===== src/hdl/hbs_regs.svh =====
// Constants for the half-bridge output sequencer
// Summary of operation
// Every output cycles once per two periods
// Primary drives alternate, one period each
// External sync runs ten percent above free rate
// Slower sync pulses are ignored
// Sync pulse width kept 15 to 150 ns
// Sync rising edge restarts the oscillator period
// Primary pulse limited to period minus lead
// No error current gives maximum duty
// Rectifier drives complement their primary drive
// Both rectifiers on while primaries idle
// Opposing rectifier drops one lead deadtime early
// Lead and trail deadtimes are programmable
// Rectifiers off on line undervoltage or hiccup
// Soft-start held low forces both rectifiers on
// Over-temperature disables outputs and bias regulators
// Thermal shutdown discharges soft-start, then full restart
// Bias regulator needs supply and line enable
// Reference enabled only after bias in regulation
// Outputs wait for bias, reference and line
// Volt-second clamp ends the pulse early
// Pulse starts after lead, ends on first terminate
`ifndef HBS_REGS_SVH
`define HBS_REGS_SVH

`define HBS_CLK_PERIOD_NS 100
`define HBS_OSC_PERIOD_NS 2500
`define HBS_OSC_CYCLES    (`HBS_OSC_PERIOD_NS / `HBS_CLK_PERIOD_NS)
`define HBS_SYNC_MIN_NS   15
`define HBS_SYNC_MAX_NS   150
`define HBS_CNT_W         8
`define HBS_DT_W          6
`define HBS_PHASE_RST     1'h0
`define HBS_DRIVE_RST     1'h0

`endif


===== src/hdl/hbs_pkg.sv =====
// Types shared by the half-bridge output sequencer modules
`include "hbs_regs.svh"
package hbs_pkg;

	typedef enum logic [4:0] {
		HBS_ST_OFF  = 5'h01,
		HBS_ST_BIAS = 5'h02,
		HBS_ST_REF  = 5'h04,
		HBS_ST_RUN  = 5'h08,
		HBS_ST_HOT  = 5'h10
	} hbs_state_t;

	typedef struct packed {
		logic [`HBS_CNT_W-1:0] cnt;
		logic [`HBS_CNT_W-1:0] since;
		logic                  sync_prev;
		logic                  armed;
		logic                  start;
	} hbs_osc_st_t;

	typedef struct packed {
		hbs_state_t state;
		logic       bias_en;
		logic       ref_en;
		logic       out_en;
		logic       ss_dis;
	} hbs_boot_st_t;

	typedef struct packed {
		logic                 phase;
		logic                 done;
		logic [`HBS_DT_W-1:0] trail_cnt;
		logic                 hsd;
		logic                 lsd;
		logic                 sra;
		logic                 srb;
	} hbs_seq_st_t;

	function automatic logic [`HBS_DT_W-1:0] hbs_at_least_one(input logic [`HBS_DT_W-1:0] v);
		hbs_at_least_one = (v == '0) ? `HBS_DT_W'(1) : v;
	endfunction : hbs_at_least_one

endpackage : hbs_pkg


===== src/hdl/hbs_osc.sv =====
// Oscillator period counter with external sync acceptance
`timescale 1ns/1ns
`include "hbs_regs.svh"
module hbs_osc #(
	parameter int PERIOD = `HBS_OSC_CYCLES
) (
	input  wire logic                  core_clk,
	input  wire logic                  resetn,
	input  wire logic                  sync_in,
	output logic [`HBS_CNT_W-1:0]      cnt,
	output logic                       period_start
);
	import hbs_pkg::*;

	hbs_osc_st_t st_reg;
	hbs_osc_st_t st_next;
	logic        edge_seen;
	logic        accept;

	always_comb begin
		st_next = st_reg;
		st_next.sync_prev = sync_in;
		edge_seen = sync_in && !st_reg.sync_prev;
		// Only a sync interval no longer than the free-running period is honoured
		accept = edge_seen && st_reg.armed && (st_reg.since < `HBS_CNT_W'(PERIOD));
		if (edge_seen) begin
			st_next.since = '0;
			st_next.armed = 1'h1;
		end else if (st_reg.since < `HBS_CNT_W'(PERIOD)) begin
			st_next.since = `HBS_CNT_W'(st_reg.since + 1'h1);
		end
		if (accept || st_reg.cnt == `HBS_CNT_W'(PERIOD - 1)) begin
			st_next.cnt = '0;
			st_next.start = 1'h1;
		end else begin
			st_next.cnt = `HBS_CNT_W'(st_reg.cnt + 1'h1);
			st_next.start = 1'h0;
		end
	end

	always_ff @(posedge core_clk or negedge resetn) begin
		if (!resetn) begin
			st_reg <= '0;
		end else begin
			st_reg <= st_next;
		end
	end

	assign cnt = st_reg.cnt;
	assign period_start = st_reg.start;

	AST_SYNC_RESTART: assert property (@(posedge core_clk) disable iff (!resetn)
		accept |=> (period_start && cnt == '0))
		else $error("accepted sync edge did not restart the period");

	AST_SLOW_SYNC_IGNORED: assert property (@(posedge core_clk) disable iff (!resetn)
		(edge_seen && st_reg.since >= `HBS_CNT_W'(PERIOD) && st_reg.cnt != `HBS_CNT_W'(PERIOD - 1))
		|=> !period_start)
		else $error("slow sync edge restarted the period");

	AST_FREE_RUN: assert property (@(posedge core_clk) disable iff (!resetn)
		(st_reg.cnt == `HBS_CNT_W'(PERIOD - 1)) |=> (period_start && cnt == '0))
		else $error("free-running period did not wrap");

endmodule : hbs_osc


===== src/hdl/hbs_startup.sv =====
// Bias, reference and output enable start-up sequencing
`timescale 1ns/1ns
module hbs_startup (
	input  wire logic core_clk,
	input  wire logic resetn,
	input  wire logic supply_present,
	input  wire logic line_undervoltage_sense_low_ok,
	input  wire logic line_undervoltage_sense_high_ok,
	input  wire logic bias_in_regulation,
	input  wire logic ref_in_regulation,
	input  wire logic over_temp,
	output logic      bias_reg_enable,
	output logic      reference_output,
	output logic      outputs_enable,
	output logic      soft_start_discharge
);
	import hbs_pkg::*;

	hbs_boot_st_t st_reg;
	hbs_boot_st_t st_next;
	logic         powered;

	always_comb begin
		st_next = st_reg;
		powered = supply_present && line_undervoltage_sense_low_ok;
		if (over_temp) begin
			st_next.state = HBS_ST_HOT;
		end else begin
			unique case (st_reg.state)
				HBS_ST_OFF: begin
					if (powered) st_next.state = HBS_ST_BIAS;
				end
				HBS_ST_BIAS: begin
					if (!powered) st_next.state = HBS_ST_OFF;
					else if (bias_in_regulation) st_next.state = HBS_ST_REF;
				end
				HBS_ST_REF: begin
					if (!powered) st_next.state = HBS_ST_OFF;
					else if (!bias_in_regulation) st_next.state = HBS_ST_BIAS;
					else if (ref_in_regulation && line_undervoltage_sense_high_ok) st_next.state = HBS_ST_RUN;
				end
				HBS_ST_RUN: begin
					if (!powered) st_next.state = HBS_ST_OFF;
					else if (!bias_in_regulation || !ref_in_regulation) st_next.state = HBS_ST_BIAS;
					else if (!line_undervoltage_sense_high_ok) st_next.state = HBS_ST_REF;
				end
				HBS_ST_HOT: begin
					st_next.state = HBS_ST_OFF;
				end
				default: begin
					st_next.state = HBS_ST_OFF;
				end
			endcase
		end
		st_next.bias_en = (st_next.state == HBS_ST_BIAS) || (st_next.state == HBS_ST_REF)
			|| (st_next.state == HBS_ST_RUN);
		st_next.ref_en = (st_next.state == HBS_ST_REF) || (st_next.state == HBS_ST_RUN);
		st_next.out_en = (st_next.state == HBS_ST_RUN);
		st_next.ss_dis = (st_next.state != HBS_ST_RUN);
	end

	always_ff @(posedge core_clk or negedge resetn) begin
		if (!resetn) begin
			st_reg <= '{state: HBS_ST_OFF, bias_en: 1'h0, ref_en: 1'h0, out_en: 1'h0, ss_dis: 1'h1};
		end else begin
			st_reg <= st_next;
		end
	end

	assign bias_reg_enable = st_reg.bias_en;
	assign reference_output = st_reg.ref_en;
	assign outputs_enable = st_reg.out_en;
	assign soft_start_discharge = st_reg.ss_dis;

	AST_HOT_STANDBY: assert property (@(posedge core_clk) disable iff (!resetn)
		over_temp |=> (!bias_reg_enable && !reference_output && !outputs_enable && soft_start_discharge))
		else $error("over-temperature did not force standby");

	AST_HOT_RESTART: assert property (@(posedge core_clk) disable iff (!resetn)
		($fell(over_temp) && st_reg.state == HBS_ST_HOT) |=> (st_reg.state == HBS_ST_OFF) ##1 !outputs_enable)
		else $error("thermal recovery skipped the start-up sequence");

	AST_BIAS_GATE: assert property (@(posedge core_clk) disable iff (!resetn)
		bias_reg_enable |-> $past(supply_present && line_undervoltage_sense_low_ok))
		else $error("bias regulator enabled without supply or line");

	AST_REF_AFTER_BIAS: assert property (@(posedge core_clk) disable iff (!resetn)
		$rose(reference_output) |-> ($past(bias_in_regulation) && bias_reg_enable))
		else $error("reference enabled before bias regulation");

	AST_OUT_GATE: assert property (@(posedge core_clk) disable iff (!resetn)
		outputs_enable |-> $past(bias_in_regulation && ref_in_regulation && line_undervoltage_sense_high_ok))
		else $error("outputs enabled before bias, reference and line ready");

endmodule : hbs_startup


===== src/hdl/hbs_sequencer.sv =====
// Half-bridge primary and rectifier drive sequencer top
`timescale 1ns/1ns
`include "hbs_regs.svh"
module hbs_sequencer #(
	parameter int PERIOD = `HBS_OSC_CYCLES
) (
	input  wire logic                 core_clk,
	input  wire logic                 resetn,
	input  wire logic                 freq_set_sync_pin,
	input  wire logic [`HBS_DT_W-1:0] lead_deadtime,
	input  wire logic [`HBS_DT_W-1:0] trail_deadtime,
	input  wire logic                 error_terminate,
	input  wire logic                 error_current_present,
	input  wire logic                 clamp_terminate,
	input  wire logic                 supply_present,
	input  wire logic                 line_undervoltage_sense_low_ok,
	input  wire logic                 line_undervoltage_sense_high_ok,
	input  wire logic                 bias_in_regulation,
	input  wire logic                 ref_in_regulation,
	input  wire logic                 hiccup_active,
	input  wire logic                 soft_start_low,
	input  wire logic                 over_temp,
	output logic                      high_side_drive,
	output logic                      low_side_drive,
	output logic                      rectifier_drive_a,
	output logic                      rectifier_drive_b,
	output logic                      bias_reg_enable,
	output logic                      reference_output,
	output logic                      soft_start_discharge
);
	import hbs_pkg::*;

	////////////////////////////////////////////////////////////////////////
	// Oscillator and start-up sequencing

	logic [`HBS_CNT_W-1:0] cnt;
	logic                  period_start;
	logic                  outputs_enable;

	hbs_osc #(
		.PERIOD (PERIOD)
	) u_osc (
		.core_clk     (core_clk),
		.resetn       (resetn),
		.sync_in      (freq_set_sync_pin),
		.cnt          (cnt),
		.period_start (period_start)
	);

	hbs_startup u_startup (
		.core_clk                        (core_clk),
		.resetn                          (resetn),
		.supply_present                  (supply_present),
		.line_undervoltage_sense_low_ok  (line_undervoltage_sense_low_ok),
		.line_undervoltage_sense_high_ok (line_undervoltage_sense_high_ok),
		.bias_in_regulation              (bias_in_regulation),
		.ref_in_regulation               (ref_in_regulation),
		.over_temp                       (over_temp),
		.bias_reg_enable                 (bias_reg_enable),
		.reference_output                (reference_output),
		.outputs_enable                  (outputs_enable),
		.soft_start_discharge            (soft_start_discharge)
	);

	////////////////////////////////////////////////////////////////////////
	// Drive sequencing

	hbs_seq_st_t          st_reg;
	hbs_seq_st_t          st_next;
	logic [`HBS_DT_W-1:0] lead_eff;
	logic                 normal;
	logic                 term_any;
	logic                 past_lead;
	logic                 pulse;
	logic                 side;
	logic                 release_opp;

	always_comb begin
		st_next = st_reg;
		lead_eff = hbs_at_least_one(lead_deadtime);
		normal = outputs_enable && line_undervoltage_sense_high_ok && !hiccup_active;
		// Open error input means no error terminate: full duty
		term_any = clamp_terminate
			|| (error_current_present && error_terminate)
			|| (cnt == `HBS_CNT_W'(PERIOD - 1));
		past_lead = (cnt >= `HBS_CNT_W'(lead_eff));
		if (period_start) begin
			st_next.phase = !st_reg.phase;
			st_next.done = 1'h0;
			st_next.trail_cnt = '0;
		end else begin
			if (past_lead && !st_reg.done && term_any) begin
				st_next.done = 1'h1;
			end
			if (st_reg.done && st_reg.trail_cnt < trail_deadtime) begin
				st_next.trail_cnt = `HBS_DT_W'(st_reg.trail_cnt + 1'h1);
			end
		end
		pulse = normal && !soft_start_low && !period_start && past_lead && !st_reg.done && !term_any;
		side = st_next.phase;
		st_next.hsd = pulse && side;
		st_next.lsd = pulse && !side;
		// Opposing rectifier off from period start until trail expires
		release_opp = !st_next.done || (st_next.trail_cnt < trail_deadtime);
		if (!normal) begin
			st_next.sra = 1'h0;
			st_next.srb = 1'h0;
		end else if (soft_start_low) begin
			st_next.sra = 1'h1;
			st_next.srb = 1'h1;
		end else begin
			st_next.sra = !(side && release_opp);
			st_next.srb = !(!side && release_opp);
		end
	end

	always_ff @(posedge core_clk or negedge resetn) begin
		if (!resetn) begin
			st_reg <= '{phase: `HBS_PHASE_RST, done: 1'h0, trail_cnt: '0, hsd: `HBS_DRIVE_RST,
				lsd: `HBS_DRIVE_RST, sra: `HBS_DRIVE_RST, srb: `HBS_DRIVE_RST};
		end else begin
			st_reg <= st_next;
		end
	end

	assign high_side_drive = st_reg.hsd;
	assign low_side_drive = st_reg.lsd;
	assign rectifier_drive_a = st_reg.sra;
	assign rectifier_drive_b = st_reg.srb;

	////////////////////////////////////////////////////////////////////////
	// Checks

	// Primary on-time within the current period
	logic [`HBS_CNT_W-1:0] on_len;

	always_ff @(posedge core_clk or negedge resetn) begin
		if (!resetn) begin
			on_len <= '0;
		end else if (period_start) begin
			on_len <= '0;
		end else if (st_next.hsd || st_next.lsd) begin
			on_len <= `HBS_CNT_W'(on_len + 1'h1);
		end
	end

	AST_NO_OVERLAP: assert property (@(posedge core_clk) disable iff (!resetn)
		!(high_side_drive && low_side_drive))
		else $error("both primary drives active together");

	AST_PHASE_TOGGLE: assert property (@(posedge core_clk) disable iff (!resetn)
		period_start |=> (st_reg.phase != $past(st_reg.phase)))
		else $error("phase did not alternate at period start");

	AST_HS_PHASE: assert property (@(posedge core_clk) disable iff (!resetn)
		high_side_drive |-> (st_reg.phase && !low_side_drive))
		else $error("high side drive outside its period");

	AST_DUTY_LIMIT: assert property (@(posedge core_clk) disable iff (!resetn)
		on_len <= `HBS_CNT_W'(PERIOD) - `HBS_CNT_W'(lead_eff))
		else $error("primary pulse exceeded period minus lead deadtime");

	AST_LEAD_GAP: assert property (@(posedge core_clk) disable iff (!resetn)
		$rose(high_side_drive) |-> (!rectifier_drive_a && $past(!rectifier_drive_a)))
		else $error("rectifier a not released before high side pulse");

	AST_LEAD_GAP_LO: assert property (@(posedge core_clk) disable iff (!resetn)
		$rose(low_side_drive) |-> (!rectifier_drive_b && $past(!rectifier_drive_b)))
		else $error("rectifier b not released before low side pulse");

	AST_COMPLEMENT: assert property (@(posedge core_clk) disable iff (!resetn)
		(high_side_drive |-> !rectifier_drive_a) and (low_side_drive |-> !rectifier_drive_b))
		else $error("rectifier drive on with its primary");

	AST_SHARE_IDLE: assert property (@(posedge core_clk) disable iff (!resetn)
		($fell(high_side_drive) && normal && !soft_start_low) |-> rectifier_drive_b)
		else $error("rectifier b dropped as high side pulse ended");

	AST_TRAIL: assert property (@(posedge core_clk) disable iff (!resetn)
		($fell(high_side_drive) && trail_deadtime >= `HBS_DT_W'(2) && !period_start && !$past(soft_start_low))
		|-> !rectifier_drive_a)
		else $error("rectifier a reasserted before trail deadtime");

	AST_LINE_HICCUP: assert property (@(posedge core_clk) disable iff (!resetn)
		(!line_undervoltage_sense_high_ok || hiccup_active) |=> (!rectifier_drive_a && !rectifier_drive_b))
		else $error("rectifiers active during undervoltage or hiccup");

	AST_SS_LOW: assert property (@(posedge core_clk) disable iff (!resetn)
		(normal && soft_start_low) |=> (rectifier_drive_a && rectifier_drive_b && !high_side_drive && !low_side_drive))
		else $error("soft-start low did not hold both rectifiers on");

	AST_CLAMP_END: assert property (@(posedge core_clk) disable iff (!resetn)
		(clamp_terminate && !period_start) |=> (!high_side_drive && !low_side_drive))
		else $error("clamp terminate did not end the pulse");

	AST_ERR_END: assert property (@(posedge core_clk) disable iff (!resetn)
		(error_current_present && error_terminate && !period_start) |=> (!high_side_drive && !low_side_drive))
		else $error("error terminate did not end the pulse");

	AST_MAX_DUTY: assert property (@(posedge core_clk) disable iff (!resetn)
		(normal && !soft_start_low && !error_current_present && !clamp_terminate && !period_start
		&& !st_reg.done && cnt == `HBS_CNT_W'(lead_eff)) |=> (high_side_drive || low_side_drive))
		else $error("open error input did not give full duty");

	AST_STANDBY_OFF: assert property (@(posedge core_clk) disable iff (!resetn)
		over_temp |=> ##1 (!high_side_drive && !low_side_drive && !rectifier_drive_a && !rectifier_drive_b))
		else $error("switching outputs active in thermal standby");

endmodule : hbs_sequencer


===== config.mk =====
export PLATFORM = sky130hd
export DESIGN_NAME = hbs_sequencer
export DESIGN_NICKNAME = d
export VERILOG_FILES = /design/src/hdl/hbs_pkg.sv /design/src/hdl/hbs_osc.sv /design/src/hdl/hbs_startup.sv /design/src/hdl/hbs_sequencer.sv
export VERILOG_INCLUDE_DIRS = /design/src /design/src/hdl
export SDC_FILE = /design/constraint.sdc
export NUM_CORES = 1
export LEC_CHECK = 0
export BUFFER_PORTS_ARGS = -buffer_cell sky130_fd_sc_hd__buf_4
export CORE_MARGIN = 3
export CORE_UTILIZATION = 33
export DETAILED_ROUTE_END_ITERATION = 12
export MAX_ROUTING_LAYER = met4
export PLACE_DENSITY = 0.49
export SYNTH_ARGS = -nofsm -noshare
export SYNTH_HDL_FRONTEND = slang
export SYNTH_HIERARCHICAL = 1
export SYNTH_SLANG_ARGS = --single-unit

===== constraint.sdc =====
create_clock -name core_clk -period 6.3 [get_ports core_clk]
set_input_delay 1.26 -clock core_clk [delete_from_list [all_inputs] [get_ports core_clk]]
set_output_delay 1.26 -clock core_clk [all_outputs]
set_load 0.02 [all_outputs]

==> results of run 1 <==
-- placed cells by master, fill, tap and decap left out, drive strengths merged, types with 3 or more instances in the layout --
master / synthesis / layout
a21oi: 10 / 10
xnor2: 6 / 6
nand2: 12 / 12
nand3: 3 / 3
nor3b: 3 / 3
a211oi: 3 / 3
ha: 21 / 21
clkbuf: 2 / 6
inv: 21 / 21
and3: 3 / 3
nor3: 6 / 6
nor2b: 8 / 8
xor2: 8 / 8
o21ai: 6 / 6
buf: 10 / 32
nand4: 4 / 4
dfrtp: 38 / 38
nand2b: 4 / 4
nor2: 31 / 31
-- worst register-to-register path: stages (launching register included) --
cell      delay, ns
dfrtp_1        0.44
ha_1           0.31
a21oi_1        0.19
o211ai_1       0.12
a21oi_1        0.36
nand4_1        0.17
xor2_1         0.17
nor2_1         0.15
ha_1           0.27
and4_1         0.20
and3b_1        0.18
o41a_1         0.13
o31ai_2        0.33
a21oi_1        0.11
-- cells by family (layout without fill, tap and decap cells) --
family | Yosys count | count (layout) | synth area share (%)
mux | 2 | 2 | 0.854
simple gates | 90 | 90 | 21.1
xor+xnor | 14 | 14 | 5.23
buf+inv | 33 | 61 | 7.21
compound gates | 35 | 35 | 11.6
fa+ha+maj | 21 | 21 | 11.2
flops | 40 | 40 | 42.8
-- where the power goes --
part	leakage, nW	internal, mW	switching (mW)	total (mW)
Sequential	0.528	0.287	0.0417	0.329
Clock	0.0510	0.0874	0.0880	0.175
Combinational	0.731	0.0713	0.0774	0.149
Total	1.31	0.446	0.207	0.653
-- through the flow --
stage	hold WS [ns]	util, %	cells
2_1_floorplan	0.439	-	235
3_3_place_gp	0.455	38.3	351
3_5_place_dp	0.459	38.3	351
4_1_cts	0.479	39.6	359
5_1_grt	0.510	39.6	359
6_report	0.469	39.6	359
-- per-layer routing --
layer / track usage (%) / up-vias / wire length (um)
met4: 4.21 / 0 / 41
met1: 17.0 / 767 / 2330
li1: - / 860 / -
met2: 17.4 / 34 / 1890
met5: - / - / 0
met3: 4.25 / 2 / 274
-- cell type report --
class / count / share of cell area [%]
clock buffers: 6 / 3.05
clock inverters: 2 / 0.370
inverters: 21 / 2.91
multi-input cells: 162 / 43.3
flip-flops and latches: 40 / 37.1
well taps: 96 / 4.44
repair buffers: 32 / 8.88
-- how the worst min path moves through the flow --
stage | slack, ns | startpoint | endpoint
6_report | 0.47 | u_osc/st_reg[1] | u_osc/st_reg[1]
3_5_place_dp | 0.46 | u_osc/st_reg[1] | u_osc/st_reg[1]
5_1_grt | 0.51 | u_osc/st_reg[1] | u_osc/st_reg[1]
3_3_place_gp | 0.45 | u_osc/st_reg[1] | u_osc/st_reg[1]
4_1_cts | 0.48 | u_osc/st_reg[1] | u_osc/st_reg[1]
2_1_floorplan | 0.44 | u_osc/st_reg[1] | u_osc/st_reg[1]
==> metrics.cfg, run 1 <==
[yosys]
avgSynthCellArea_um2=9.97
synth_seq_cells=40
yosysMostFrequentCell=dfrtp_1
yosys.cell_types.count=55
syn_inst=235
synth_edf_count=0
ys_seq_area_share_pct=42.8
synth_fp_nets=282
synth_area_leader_cell=dfrtp_1
yosysTopAreaCellShare_pct=40.6
netlist_area_mm2=0.00234
synth_ff_type=dfrtp_1
synth_area_leaders=dfrtp_1 41%, ha_1 11%, nor2_1 4.6%, inv_1 3.2%, xor2_1 3.0%
synth_top_cells_by_count=38 x dfrtp_1, 29 x nor2_1, 21 x ha_1, 20 x inv_1, 12 x nand2_1
yosys_warnings=6
async_flop_share_pct=100

[global_route]
grt_pass1_wl_mm=8.15
globalRouteTotalUtil_pct=12.5
grt_max_degree=41
grt_pass1_vias=1667
antenna_found_initial=0
overflow=0

[clock_network]
cts_tree=built
postCtsSetupBuffers=0
clk_pin_slew_ns=0.08
cts_made_buffers=5
clock-sinks=40
post_cts_resized=0
cts_htree_levels=2
clock_path_buffers=2
cts_root_buf=clkbuf_8
insertion_delay_ns=0.29
cts_hold_repair.buffers=0

[sta]
relSlewSlack_pct=55.4
fin_crit_sh_pct=61.6
tightestPinTransition_ns=0.665
setup_ws_ns=2.42
fin_tns_setup_ns=0
period_minus_slack_ns=3.88
clock_skew_ns=0.00806
slew_violations=0
final-hold-violation-count=0
rsz0062_at_grt=false
fmax_mhz=257
setup_viol=0

[critical_path]
cp_slowest_cell=a21oi_1
cp_common_cell=a21oi_1
cp_data_arrival_time_ns=4.05
criticalPathCategory=input port to flop
cp_max_fo=5
rr_worst_depth=13
reg2reg_from=st_reg[7]
critPathTopFamily=compound AO/OA/AOI/OAI gates
critPathMaxStageDelay_ns=0.36
worst-path-stages=15
cp_num_buf_inv=2
endpoint_kind=flop
worstPathCellList=buf_4 > inv_1 > ha_1 > a21oi_1 > o211ai_1 > a21oi_1 > nand4_1 > xor2_1 > nor2_1 > ha_1 > and4_1 > and3b_1 > o41a_1 > o31ai_2 > a21oi_1
regToRegEndpoint=rectifier_drive_b
r2r_slack_ns=3.07
critPathLaunchType=input port
crit_path_start=trail_deadtime[3]
critPathCapture=rectifier_drive_b
cp.required_ns=6.47

[drt]
num_vias=1663
drtAntennaViolNets=0
totalWireLength_mm=4.54
drt_first_pass_iters=4
drt_iter0_markers=73
wl_per_cell_um=12.6
vias_per_cell=4.63
drc_errors=0

[place]
port_buffers=32
dpl_cell_area_mm2=0.00261
place_hpwl_mm=3.31
pre_cts_ws_ns=2.19
routabilityCongestion=0.800

[flow_run]
drv_cap=0

[layout]
final_layout_size_suffix_gt1_share_pct=22.1
multi_input_area_mm2=0.00117
area_growth_pct=15.5
antenna_cells=0
largest_reg_flops=10
regArea_mm2=0.00100
fillers=702
fin_nets=309
final_cell_area_mm2=0.00271

[power]
ir_drop_mv=0.0777
p_leak_nw=1.31
fin_total_pwr_mw=0.653
p_per_area_mw_per_mm2=241

[status]
status=finished, final reports clean

[worst_hold_path]
hp-class=flop to flop
hold_depth=1

[die]
initial_utilization_pct=34.3
die-width_um=90.3
fp-row-count=30
die_h_um=90.3
io_pins=33
die_area_mm2=0.00815
core-area_mm2=0.00683

Power figures use the tool's default switching activity.
==> run 2, diff against run 1 <==
--- a/config.mk
+++ b/config.mk
@@ -6,12 +6,13 @@
 export SDC_FILE = /design/constraint.sdc
 export NUM_CORES = 1
 export LEC_CHECK = 0
+export ABC_AREA = 1
 export BUFFER_PORTS_ARGS = -buffer_cell sky130_fd_sc_hd__buf_4
 export CORE_MARGIN = 3
 export CORE_UTILIZATION = 33
 export DETAILED_ROUTE_END_ITERATION = 12
 export MAX_ROUTING_LAYER = met4
-export PLACE_DENSITY = 0.49
+export PLACE_DENSITY = 0.5
 export SYNTH_ARGS = -nofsm -noshare
 export SYNTH_HDL_FRONTEND = slang
 export SYNTH_HIERARCHICAL = 1
==> constraint.sdc (replaced) <==
create_clock -name core_clk -period 3.5 [get_ports core_clk]
set_input_delay 0.7 -clock core_clk [delete_from_list [all_inputs] [get_ports core_clk]]
set_output_delay 0.7 -clock core_clk [all_outputs]
set_load 0.02 [all_outputs]
==> run 2 against run 1 <==
Net effect: combinational power up 110%; die area rose by 18%; synthesized area up 19%; first-iteration DRC count fell by 5.5%; clock-buffer cell count is 1 lower; total power is 120% higher; sequential power is 82% higher; largest cell class unchanged; wire length up 22%; flip-flop and latch count unchanged; clock power grew to 3.0 times the previous value; worst setup slack worse by 1.7 ns.
==> metrics.cfg, run 2 <==
[status]
status=finished, final reports clean

[yosys]
yosysTopAreaCellShare_pct=34.1
yosys_warnings=6
avgSynthCellArea_um2=7.45
synth_seq_cells=40
syn_inst=374
synth_fp_nets=421
netlist_area_mm2=0.00279
yosysMostFrequentCell=nand2_1
async_flop_share_pct=100
synth_ff_type=dfrtp_1
synth_edf_count=0
synth_area_leader_cell=dfrtp_1
synth_top_cells_by_count=84 x nand2_1, 60 x inv_1, 48 x nor2_1, 38 x dfrtp_1, 21 x ha_1
yosys.cell_types.count=34
synth_area_leaders=dfrtp_1 34%, nand2_1 11%, ha_1 9.4%, inv_1 8.1%, nor2_1 6.5%
ys_seq_area_share_pct=36.0

[die]
fp-row-count=32
initial_utilization_pct=35.0
die_h_um=97.9
io_pins=33
die_area_mm2=0.00958
core-area_mm2=0.00797
die-width_um=97.9

[flow_run]
drv_cap=0

[layout]
antenna_cells=0
layout_commonest_cell=nand2_1
final_layout_size_suffix_gt1_share_pct=21.3
largest_reg_flops=10
final_cell_mix=84 x nand2_1, 60 x inv_1, 48 x nor2_1, 38 x dfrtp_1, 32 x buf_4
fin_nets=450
area_growth_pct=16.2
finish.utilization_pct=40.6

[global_route]
grt_max_degree=41
grt_pass1_wl_mm=9.67
antenna_found_initial=0
overflow=0
grt_pass1_vias=2120
globalRouteTotalUtil_pct=12.5

[critical_path]
endpoint_kind=flop
cp_data_arrival_time_ns=2.99
critPathMaxStageDelay_ns=0.30
cp_max_fo=3
worstPathCellList=buf_4 > inv_1 > ha_1 > nand2_1 > nand3b_1 > nor2_2 > nand3_1 > inv_1 > nand4_2 > o21ai_1 > nor3b_1 > ha_1 > nand2_1 > nor2_1 > a211oi_1 > nand2_1 > nand2_2 > a21oi_1
critPathLaunchType=input port
cp.required_ns=3.68
criticalPathCategory=input port to flop
cp_slowest_cell=ha_1
cp_common_cell=nand2_1

[drt]
drc_errors=0
drt_iter0_markers=69
wl_per_cell_um=11.0
totalWireLength_mm=5.56
num_vias=2287
drtAntennaViolNets=0
vias_per_cell=4.52
drt_first_pass_iters=4

[place]
place_hpwl_mm=4.23
port_buffers=32
routabilityCongestion=0.837

[clock_network]
insertion_delay_ns=0.29
cts_htree_levels=2
post_cts_resized=0
cts_tree=built
cts_hold_repair.buffers=0
clk_pin_slew_ns=0.08
clock_path_buffers=2
cts_root_buf=clkbuf_8
postCtsSetupBuffers=0
clock-sinks=40
cts_made_buffers=5

[sta]
tightestPinTransition_ns=0.535
fin_tns_setup_ns=0
fin_crit_sh_pct=80.3
period_minus_slack_ns=2.81
fmax_mhz=356
slew_violations=0
clock_skew_ns=0.00510
rsz0062_at_grt=false
final-hold-violation-count=0
setup_viol=0
relSlewSlack_pct=64.4

[power]
fin_total_pwr_mw=1.45
cellInternalPower_mw=1.01
p_per_area_mw_per_mm2=448
comb_power_share_pct=22.0
pwr-share-clk_pct=36.6
p_switching_mw=0.441
p_seq_share_pct=41.3
p_leak_nw=1.71
p_sw_share_pct=30.4
ir_drop_mv=0.215

[worst_hold_path]
hp-class=input port to async pin

-- run 2: stage by stage --
stage	area, um^2	instances	setup slack [ns]	hold slack, ns
3_3_place_gp	3080	498	0.478	0.442
3_5_place_dp	3080	498	0.396	0.441
6_report	3240	506	0.691	0.384
5_1_grt	3240	506	0.344	0.422
2_1_floorplan	2790	374	0.749	0.404
4_1_cts	3240	506	0.701	0.398
-- run 2: path summary, 6_finish.rpt --
check	from	end	slack (ns)	cells past startpoint
setup reg to reg	st_reg[9]	rectifier_drive_a	0.84	16
min in group core_clk	u_osc/st_reg[1]	u_osc/st_reg[1]	0.45	2
hold reg to reg	u_osc/st_reg[1]	u_osc/st_reg[1]	0.45	2
max in group asynchronous	resetn	u_startup/st_reg[4]	2.74	1
hold / removal	resetn	u_osc/cnt[6]	0.38	1
setup / recovery	trail_deadtime[5]	rectifier_drive_a	0.69	18
-- run 2: power by group through the flow --
stage	sequential [mW]	clock [mW]	combinational [mW]
detailed placement	0.611	0	0.324
CTS	0.602	0.544	0.326
global route	0.614	0.560	0.382
finish	0.600	0.532	0.320
global placement	0.611	0	0.322
floorplan	0.575	0	0.292
-- run 2: layout make-up --
type / instances / area (um^2)
flip-flops and latches: 40 / 1000
multi-input cells: 256 / 1450
clock inverters: 3 / 90.1
well taps: 102 / 128
inverters: 68 / 255
clock buffers: 5 / 68.8
fillers: 818 / 4730
repair buffers: 32 / 240
-- run 2: worst max-delay path, delay by kind of cell --
kind / cells / cell delay [ns]
and+or+nand+nor: 10 / 1.08
buffers and inverters: 3 / 0.28
adders and majority gates: 2 / 0.54
AOI/OAI and AO/OA: 3 / 0.38
-- run 2: kinds of logic (layout without fill, tap and decap cells) --
group	Yosys count	after routing	share of synthesized area [%]
buffers and inverters	78	108	11.9
xor gates and xnor gates	4	4	1.26
and+or+nand+nor	198	198	34.4
AOI/OAI and AO/OA	33	33	7.10
adders and majority gates	21	21	9.43
DFF	40	40	36.0
-- run 2: per-layer routing --
metal | routed length, um | part of all wire [%] | up-vias | global-route usage [%]
met5 | 0 | 0 | - | -
met4 | 77 | 1.4 | 0 | 3.83
met3 | 250 | 4.5 | 7 | 2.57
met2 | 2390 | 43 | 45 | 18.1
met1 | 2840 | 51 | 1015 | 17.4
li1 | - | - | 1220 | -
